--- src/bdc_pkg.sv ---
package bdc_pkg;

   // ---------------------------------------------------------------
   // widths and counts
   // ---------------------------------------------------------------
   localparam int unsigned BDC_WIDTH       = 4;
   localparam int unsigned BDC_DIGITS      = 10;
   localparam int unsigned BDC_SYNC_STAGES = 2;
   localparam int unsigned BDC_GAP_WIDTH   = 8;

   // ---------------------------------------------------------------
   // count values
   // ---------------------------------------------------------------
   localparam logic [3:0] BDC_RESET_COUNT = 4'h0;
   localparam logic [3:0] BDC_LAST_DIGIT  = 4'h9;
   localparam logic [3:0] BDC_BAD_TEN     = 4'hA;
   localparam logic [3:0] BDC_BAD_ELEVEN  = 4'hB;
   localparam logic [3:0] BDC_BAD_TWELVE  = 4'hC;
   localparam logic [3:0] BDC_BAD_THIRTN  = 4'hD;
   localparam logic [3:0] BDC_BAD_FOURTN  = 4'hE;
   localparam logic [3:0] BDC_BAD_FIFTN   = 4'hF;
   localparam logic [3:0] BDC_REJOIN_FOUR = 4'h4;

   // ---------------------------------------------------------------
   // timing: clock rate and fastest legal pulse rate
   // ---------------------------------------------------------------
   localparam int unsigned BDC_CLOCK_KHZ     = 100000;
   localparam int unsigned BDC_MAX_PULSE_KHZ = 5000;
   // least pulse period, rounded up to whole clock cycles
   localparam int unsigned BDC_MIN_PULSE_CYCLES =
      (BDC_CLOCK_KHZ + BDC_MAX_PULSE_KHZ - 1) / BDC_MAX_PULSE_KHZ;

   typedef logic [BDC_WIDTH-1:0] bdc_count_t;

   // next count for one falling edge, with the recovery paths
   function automatic bdc_count_t bdcNextCount(input bdc_count_t cur);
      bdc_count_t nxt;
      nxt = cur + 4'h1;
      case (cur)
         BDC_LAST_DIGIT: nxt = BDC_RESET_COUNT;
         BDC_BAD_TEN:    nxt = BDC_BAD_ELEVEN;
         BDC_BAD_ELEVEN: nxt = BDC_REJOIN_FOUR;
         BDC_BAD_TWELVE: nxt = BDC_BAD_THIRTN;
         BDC_BAD_THIRTN: nxt = BDC_REJOIN_FOUR;
         BDC_BAD_FOURTN: nxt = BDC_BAD_FIFTN;
         BDC_BAD_FIFTN:  nxt = BDC_RESET_COUNT;
         default:        nxt = cur + 4'h1;
      endcase
      return nxt;
   endfunction : bdcNextCount

endpackage : bdc_pkg

--- src/bdc_decade_counter.sv ---
// Operation
// - count appears on four outputs weighted 1, 2, 4, 8.
// - from zero each pulse adds one; tenth pulse returns to zero.
// - count advances only when the pulse input falls high to low; syncClear loads zero.
// - illegal ten goes to eleven, then to four.
// - illegal twelve goes to thirteen, then to four.
// - illegal fourteen goes to fifteen, then to zero.
// - decoder turns four weighted bits into ten lines combinationally.
// - digits zero to nine drive exactly their own line low.
// - codes ten to fifteen leave all ten lines high.
// - counter is followed by the decoder, one active line per legal count.
`timescale 1ns/1ps
module bdc_decade_counter
   import bdc_pkg::*;
#(
   parameter int unsigned DIGITS    = BDC_DIGITS,
   parameter int unsigned MIN_CYCLES = BDC_MIN_PULSE_CYCLES
) (
   // clock and reset
   input  wire logic                 clock,
   input  wire logic                 resetn,
   // pulse pin and same-domain clear
   input  wire logic                 countPulse,
   input  wire logic                 syncClear,
   // count and decoded digit
   output wire logic [BDC_WIDTH-1:0] bcdCount,
   output wire logic [DIGITS-1:0]    digitLowN,
   // status
   output wire logic                 countStep,
   output wire logic                 illegalState,
   output wire logic                 rateError
);

   // ---------------------------------------------------------------
   // pin synchroniser and edge detect
   // ---------------------------------------------------------------
   logic [BDC_SYNC_STAGES-1:0] pulseSync_r;
   logic [BDC_SYNC_STAGES-1:0] pulseSync_nxt;
   logic                       pulseSeen_r;
   logic                       pulseSeen_nxt;
   logic                       fallEdge;
   logic                       riseEdge;

   // stage 0 is read only by stage 1
   always_comb begin
      pulseSync_nxt = {pulseSync_r[BDC_SYNC_STAGES-2:0], countPulse};
      pulseSeen_nxt = pulseSync_r[BDC_SYNC_STAGES-1];
   end

   always_ff @(posedge clock or negedge resetn) begin
      if (!resetn) begin
         pulseSync_r <= '0;
         pulseSeen_r <= 1'b0;
      end else begin
         pulseSync_r <= pulseSync_nxt;
         pulseSeen_r <= pulseSeen_nxt;
      end
   end

   // the falling edge is the active one; rising is only watched
   assign fallEdge = pulseSeen_r & ~pulseSync_r[BDC_SYNC_STAGES-1];
   assign riseEdge = ~pulseSeen_r & pulseSync_r[BDC_SYNC_STAGES-1];

   // ---------------------------------------------------------------
   // decade state
   // ---------------------------------------------------------------
   bdc_count_t count_r;
   bdc_count_t count_nxt;
   logic       step_r;
   logic       step_nxt;

   // clear wins over a pulse in the same cycle
   always_comb begin
      count_nxt = count_r;
      step_nxt  = 1'b0;
      if (syncClear) begin
         count_nxt = BDC_RESET_COUNT;
      end else if (fallEdge) begin
         count_nxt = bdcNextCount(count_r);
         step_nxt  = 1'b1;
      end
   end

   always_ff @(posedge clock or negedge resetn) begin
      if (!resetn) begin
         count_r <= BDC_RESET_COUNT;
         step_r  <= 1'b0;
      end else begin
         count_r <= count_nxt;
         step_r  <= step_nxt;
      end
   end

   assign bcdCount     = count_r;
   assign countStep    = step_r;
   assign illegalState = (count_r > BDC_LAST_DIGIT);

   // ---------------------------------------------------------------
   // pulse-rate watch
   // ---------------------------------------------------------------
   // the counter still counts too-fast pulses; this only flags them,
   // since the source is the party held to the limit
   logic [BDC_GAP_WIDTH-1:0] gap_r;
   logic [BDC_GAP_WIDTH-1:0] gap_nxt;
   logic                     rate_r;
   logic                     rate_nxt;
   logic                     tooSoon;

   assign tooSoon = fallEdge && (gap_r < BDC_GAP_WIDTH'(MIN_CYCLES));

   // gap saturates at the limit; set wins over clear
   always_comb begin
      gap_nxt  = gap_r;
      rate_nxt = rate_r;
      if (fallEdge) begin
         gap_nxt = BDC_GAP_WIDTH'(1);
      end else if (gap_r < BDC_GAP_WIDTH'(MIN_CYCLES)) begin
         gap_nxt = gap_r + BDC_GAP_WIDTH'(1);
      end
      if (tooSoon) begin
         rate_nxt = 1'b1;
      end else if (syncClear) begin
         rate_nxt = 1'b0;
      end
   end

   always_ff @(posedge clock or negedge resetn) begin
      if (!resetn) begin
         gap_r  <= BDC_GAP_WIDTH'(MIN_CYCLES);
         rate_r <= 1'b0;
      end else begin
         gap_r  <= gap_nxt;
         rate_r <= rate_nxt;
      end
   end

   assign rateError = rate_r;

   // ---------------------------------------------------------------
   // decoder following the counter
   // ---------------------------------------------------------------
   bdc_digit_decoder #(
      .DIGITS    (DIGITS)
   ) u_decoder (
      .bcdIn     (count_r),
      .digitLowN (digitLowN)
   );
endmodule : bdc_decade_counter

--- src/bdc_digit_decoder.sv ---
`timescale 1ns/1ps
module bdc_digit_decoder
   import bdc_pkg::*;
#(
   parameter int unsigned DIGITS = BDC_DIGITS
) (
   // weighted input
   input  wire logic [BDC_WIDTH-1:0] bcdIn,
   // one line per digit, low when selected
   output wire logic [DIGITS-1:0]    digitLowN
);

   // ---------------------------------------------------------------
   // decode
   // ---------------------------------------------------------------
   // pure gates, so codes 10..15 simply match no line
   for (genvar g = 0; g < DIGITS; g++) begin : gen_digit
      assign digitLowN[g] = (bcdIn != BDC_WIDTH'(g));
   end

endmodule : bdc_digit_decoder

--- config.mk ---
export PLATFORM = sky130hd
export DESIGN_NAME = bdc_decade_counter
export DESIGN_NICKNAME = d
export VERILOG_FILES = /design/src/bdc_pkg.sv /design/src/bdc_decade_counter.sv /design/src/bdc_digit_decoder.sv
export SDC_FILE = /design/constraint.sdc
export NUM_CORES = 1
export LEC_CHECK = 0
export ABC_AREA = 1
export BUFFER_PORTS_ARGS = -buffer_cell sky130_fd_sc_hd__buf_2
export CAP_MARGIN = 20
export CORE_MARGIN = 1.5
export CORE_UTILIZATION = 45
export DETAILED_ROUTE_END_ITERATION = 6
export GPL_TIMING_DRIVEN = 0
export PLACE_DENSITY = 0.68
export SLEW_MARGIN = 10
export SYNTH_ARGS = -nofsm -noshare
export SYNTH_HDL_FRONTEND = slang
export SYNTH_SLANG_ARGS = --single-unit
--- constraint.sdc ---
create_clock -name clock -period 1.83 [get_ports clock]
set_input_delay 0.0915 -clock clock [delete_from_list [all_inputs] [get_ports clock]]
set_output_delay 0.0915 -clock clock [all_outputs]
set_load 0.1 [all_outputs]
==> results.py, run 1 <==
metrics = {
    "global_routing": {
        "grt_max_degree": 18,
        "overflow": 0,
        "grt_pass1_wl_um": 3210,
        "grt_use_total_pct": 16.9,
        "grt_pass1_vias": 748,
        "antenna_found_initial": 0,
    },
    "floorplanning": {
        "dieWidth_um": 50.0,
        "core_um2": 2020,
        "initial_core_util_pct": 49.1,
        "die_h_um": 50.0,
        "boundaryPins": 21,
        "rows": 16,
        "die-area_um2": 2500,
    },
    "worst_setup_path": {
        "startpoint_type": "flop",
        "arrival_ps": 1660,
        "crit_fanout": 7,
        "path_cells": "inv_1, ha_1, nand3_1, buf_2",
        "cpPeakStageDelay_ps": 480,
        "cp_slowest_cell": "dfrtp_4",
        "crit_path_end_kind": "output port",
        "timing.setup.critical_path_class": "flop to output port",
        "reg2reg_setup_slack_ps": 230,
        "cp.required_ps": 1740,
    },
    "timing": {
        "rsz0062_at_grt": "false",
        "fmaxAchievable_mhz": 570,
        "setup_viol": 0,
        "fin_worst_skew_ps": 10.7,
        "finalHoldViolCount": 0,
        "finalCriticalPeriod_ps": 1760,
        "fin_crit_sh_pct": 95.9,
        "holdWs_ps": 16.1,
        "slew_viol_final": 0,
        "slew_headroom_pct": 67.7,
        "worst_pin_slew_ps": 489,
        "setup_slack_ps": 74.7,
    },
    "clocking": {
        "path_clk_slew_ps": 100,
        "clock-sinks": 17,
        "clk-insertion-delay-late_ps": 290,
        "root_buffer": "clkbuf_4",
        "cts_made_buffers": 3,
        "cts_max_path_buffers": 2,
        "cts_tree": "yes",
        "cts_max_level": 1,
    },
    "yosys": {
        "synth_fp_nets": 133,
        "yosysSeqAreaShare_pct": 43.1,
        "synthTopCellsByArea": "dfrtp_1 (38%), nand2_1 (11%), nand3_1 (10%), ha_1 (7.6%), dfstp_2 (5.3%)",
        "yosysTopAreaCellShare_pct": 37.8,
        "syn_inst": 123,
        "synth_area_per_cell_um2": 8.07,
        "synthArstFlopShare_pct": 100,
        "ys_seq_elements": 17,
        "ys_warn_count": 0,
        "synth.cell_area_um2": 992,
        "synth_top_cell_by_area": "dfrtp_1",
        "synth.most_common_cell": "nand2_1",
        "synthTopCellsByCount": "nand2_1 (28), nand3_1 (20), dfrtp_1 (15), inv_1 (13), nor2_1 (10)",
        "synthFlopType": "dfrtp_1",
        "synth_edf_count": 0,
        "synthDistinctLibCells": 25,
    },
    "routing": {
        "antenna_left": 0,
        "wire_per_inst_um": 10.6,
        "drt_wl_total_um": 1870,
        "drc": 0,
        "dr_total_vias": 855,
        "detail_route.first_pass.iterations": 4,
        "drt_iter0_drc": 25,
        "vias_per_cell": 4.86,
    },
    "placement": {
        "hpwl_um": 1490,
        "io_buffers": 20,
        "dpl_worst_slack_ps": 195,
        "gp_congestion": 0.816,
        "placed_area_um2": 1170,
        "dp_cells": 170,
    },
    "min_path": {
        "min_path_type": "input pin to flop",
    },
    "finish": {
        "drive_above_1_share_pct": 33.6,
        "final_design_area_no_fill_um2": 1230,
        "syn2layout_area_growth_pct": 24.1,
        "fin_cells": 176,
        "final_nets": 160,
        "num_antenna_cells": 0,
    },
    "status": {
        "status": "finished, final reports clean",
    },
    "power_and_ir_drop": {
        "leakage_nw": 0.592,
        "ir_worst_vdd_v": 0.000650,
        "p_per_area_nw_per_um2": 783,
    },
    "run": {
        "drv_cap": 0,
    },
}
-- cells in the final DEF, fill, tap and decap left out, types with 4 or more instances in the layout --
cell type and instances:
buf_2 18, nor2_1 10, clkbuf_4 5, inv_2 4, o21ai_1 5, ha_1 5
dfrtp_1 11, inv_1 11, nand3_1 19, nand3_2 4, nand2_1 27
-- per-stage QoR --
step	setup TNS, ps	util (%)	total power, mW
6_report	0	60.9	0.965
3_3_place_gp	0	57.9	0.757
5_1_grt	0	60.9	1.04
4_1_cts	0	60.6	0.974
2_1_floorplan	-51.0	-	0.709
3_5_place_dp	0	57.9	0.773
-- worst paths after layout --
path	depth (start not counted)	to	from
worst max-delay path	4	digitLowN[4]	bcdCount[0]
worst min-delay path	2	countStep	syncClear
worst max register to register	8	bcdCount[3]	bcdCount[0]
worst min register to register	0	pulseSync_r[1]	pulseSync_r[0]
max in group asynchronous	2	gap_r[4]	resetn
min in group asynchronous	2	gap_r[1]	resetn
-- registers in the layout, summed over array words and instances, names as in the netlist --
| register | count |
|---|---|
| pulseSync_r | 2 |
| bcdCount | 4 |
| rateError | 1 |
| countStep | 1 |
| gap_r | 8 |
| pulseSeen_r | 1 |
-- timing repair --
item | 4_1_cts | 5_1_grt
resized for setup | 2 | 3
hold endpoints to repair | 16 | 0
setup buffers | 0 | 0
hold buffers | 2 | 0
endpoints found under the setup margin | 1 | 3
-- critical path: cells and delay by family (launching register included) --
| kind | cells | cell delay, ps |
|---|---|---|
| and+or+nand+nor | 1 | 100 |
| DFF | 1 | 480 |
| adders and majority gates | 1 | 270 |
| buffers and inverters | 2 | 510 |
-- final cells by class --
class                   instances  area [um2]
fillers                       189         791
multi-input cells              86         504
flip-flops and latches         17         438
repair buffers                 22         131
inverters                      17        70.1
well taps                      27        33.8
plain buffers                   3        23.8
clock buffers                   3        22.5
clock inverters                 1        7.51
-- routing by layer --
layer | share of wire (%) | vias to the layer above | track usage (%)
met4 | 0 | 0 | 1.39
li1 | - | 447 | -
met5 | 0 | - | 0
met1 | 47 | 389 | 22.6
met3 | 4.3 | 0 | 6.36
met2 | 48 | 19 | 27.3
-- cell families (layout without fill, tap and decap cells) --
kind of cell             count (synthesis)  after routing  synth area share (%)
AND/OR/NAND/NOR                         69             69                  33.7
buffers and inverters                   20             46                  8.83
AO/OA/AOI/OAI                            9              9                  5.04
XOR/XNOR                                 2              2                  1.77
adder cells (fa/ha/maj)                  6              6                  7.57
flip-flops                              17             17                  43.1
-- report_power, final --
group | internal, mW | total [mW] | switching (mW)
logic | 0.0795 | 0.262 | 0.183
registers | 0.445 | 0.504 | 0.0593
clock network | 0.0832 | 0.198 | 0.115
total | 0.607 | 0.965 | 0.357
(Power assumes the default switching activity.)
==> inputs of run 2 (changes only) <==
--- a/config.mk
+++ b/config.mk
@@ -9,10 +9,9 @@
 export BUFFER_PORTS_ARGS = -buffer_cell sky130_fd_sc_hd__buf_2
 export CAP_MARGIN = 20
 export CORE_MARGIN = 1.5
-export CORE_UTILIZATION = 45
+export CORE_UTILIZATION = 40
 export DETAILED_ROUTE_END_ITERATION = 6
 export GPL_TIMING_DRIVEN = 0
-export PLACE_DENSITY = 0.68
 export SLEW_MARGIN = 10
 export SYNTH_ARGS = -nofsm -noshare
 export SYNTH_HDL_FRONTEND = slang
==> run 2 against run 1 <==
Against the previous run: hold slack improved by 9.6 ps; critical path depth decreased by 1; die area rose by 12%; register-to-register slack is essentially flat; highest routed layer is now met4; first-iteration DRC count is 68% lower; cell count is 0.57% higher; critical path type unchanged.
==> results.py, run 2 (same netlist as run 1, synthesis figures left out) <==
metrics = {
    "status": {
        "status": "finished, final reports clean",
    },
    "clocking": {
        "cts_max_level": 1,
        "cts_setup_buffers": 0,
        "root_buffer": "clkbuf_4",
        "cts_made_buffers": 3,
        "clk-insertion-delay-late_ps": 280,
        "clock-sinks": 17,
        "cts_tree": "yes",
        "cts_max_path_buffers": 2,
        "path_clk_slew_ps": 90,
    },
    "routing": {
        "wire_per_inst_um": 10.5,
        "vias_per_cell": 4.84,
        "dr_total_vias": 857,
        "detail_route.first_pass.iterations": 6,
        "drt_wl_total_um": 1850,
        "antenna_left": 0,
        "drt_iter0_drc": 8,
        "drc": 0,
    },
    "global_routing": {
        "met2_usage_pct": 23.3,
        "overflow": 0,
        "grt_pass1_wl_um": 3150,
        "gr-max-usage-layer": "met2",
        "antenna_found_initial": 0,
        "gr-usage-met1_pct": 21.5,
        "grt_use_total_pct": 15.6,
        "grt_pass1_vias": 744,
        "grt_max_degree": 18,
        "grt_use_met3_pct": 5.14,
    },
    "floorplanning": {
        "rows": 17,
        "die-area_um2": 2790,
        "boundaryPins": 21,
        "core_um2": 2280,
        "initial_core_util_pct": 43.6,
        "dieWidth_um": 52.8,
        "die_h_um": 52.8,
    },
    "worst_setup_path": {
        "timing.setup.critical_path_class": "flop to output port",
        "cp_slowest_cell": "dfrtp_4",
        "arrival_ps": 1640,
        "path_cells": "ha_1, nand3_1, buf_2",
        "cp.required_ps": 1740,
        "startpoint_type": "flop",
        "crit_path_end_kind": "output port",
        "crit_fanout": 7,
        "cpPeakStageDelay_ps": 530,
    },
    "timing": {
        "slew_headroom_pct": 67.5,
        "fin_worst_skew_ps": 4.20,
        "finalHoldViolCount": 0,
        "slew_viol_final": 0,
        "rsz0062_at_grt": "false",
        "setup_slack_ps": 94.9,
        "fin_crit_sh_pct": 94.8,
        "worst_pin_slew_ps": 491,
        "fmaxAchievable_mhz": 576,
        "holdWs_ps": 25.7,
        "finalCriticalPeriod_ps": 1740,
        "setup_viol": 0,
    },
    "placement": {
        "gp_congestion": 0.790,
        "hpwl_um": 1480,
        "dpl_worst_slack_ps": 225,
        "io_buffers": 20,
    },
    "finish": {
        "final_nets": 160,
        "final_cell_mix": "nand2_1 (27), buf_2 (20), nand3_1 (19)",
        "syn2layout_area_growth_pct": 23.3,
        "num_antenna_cells": 0,
        "largest_reg_flops": 8,
        "drive_above_1_share_pct": 32.9,
        "top_register": "gap_r",
        "final_common_cell": "nand2_1",
    },
    "run": {
        "drv_cap": 0,
    },
    "power_and_ir_drop": {
        "ir_worst_vdd_v": 0.000583,
        "leakage_nw": 0.589,
        "p_per_area_nw_per_um2": 781,
    },
    "min_path": {
        "min_path_type": "input pin to flop",
    },
}
==> run 2: layout make-up <==
class	count	area, um2
tap	28	35.0
timing repair buffer	22	126
sequential	17	438
inverter	17	70.1
clock buffer	4	26.3
fill	213	1050
multi-input combinational	86	504
buffer	3	23.8
==> run 2: metrics by stage <==
| stage | cell area [um2] | setup TNS [ps] | utilization [%] | total power [mW] | std cells |
|---|---|---|---|---|---|
| 6_report | 1220 | 0 | 53.8 | 0.955 | 177 |
| 2_1_floorplan | 1040 | -51.0 | - | 0.709 | 123 |
| 3_3_place_gp | 1170 | 0 | 51.5 | 0.761 | 171 |
| 3_5_place_dp | 1170 | 0 | 51.5 | 0.767 | 171 |
| 4_1_cts | 1220 | 0 | 53.6 | 0.966 | 177 |
| 5_1_grt | 1220 | 0 | 53.8 | 1.03 | 177 |
==> run 2: where the power goes <==
part	switching [mW]	internal (mW)	total [mW]
clock	0.104	0.0848	0.189
sequential	0.0560	0.445	0.501
combinational	0.185	0.0802	0.266
==> run 2: final timing paths <==
kind / startpoint / to / slack [ps] / depth (start not counted)
min in group asynchronous: resetn / pulseSync_r[1] / 240 / 2
setup reg to reg: bcdCount[0] / bcdCount[3] / 230 / 8
hold / removal: syncClear / countStep / 30 / 2
hold reg to reg: pulseSync_r[0] / pulseSync_r[1] / 360 / 0
max in group asynchronous: resetn / gap_r[4] / 1290 / 2
setup / recovery: bcdCount[0] / digitLowN[7] / 90 / 3
==> run 2: per-layer routing <==
| layer | vias to the layer above | share of wire [%] |
|---|---|---|
| li1 | 453 | - |
| met1 | 389 | 50 |
| met2 | 12 | 45 |
| met3 | 3 | 4.3 |
| met4 | 0 | 0.76 |
| met5 | - | 0 |
==> run 2: critical path: cells and delay by family, from the launching register on <==
kind	cells	cell delay, ps
adder cells (fa/ha/maj)	1	300
buffers and inverters	1	430
flip-flops	1	530
AND/OR/NAND/NOR	1	110
==> run 2: what timing repair did <==
action	CTS	global route
gates cloned	0	0
endpoints found under the setup margin	1	1
hold endpoints to repair	16	0
hold buffers	2	0
gates resized for setup	1	2
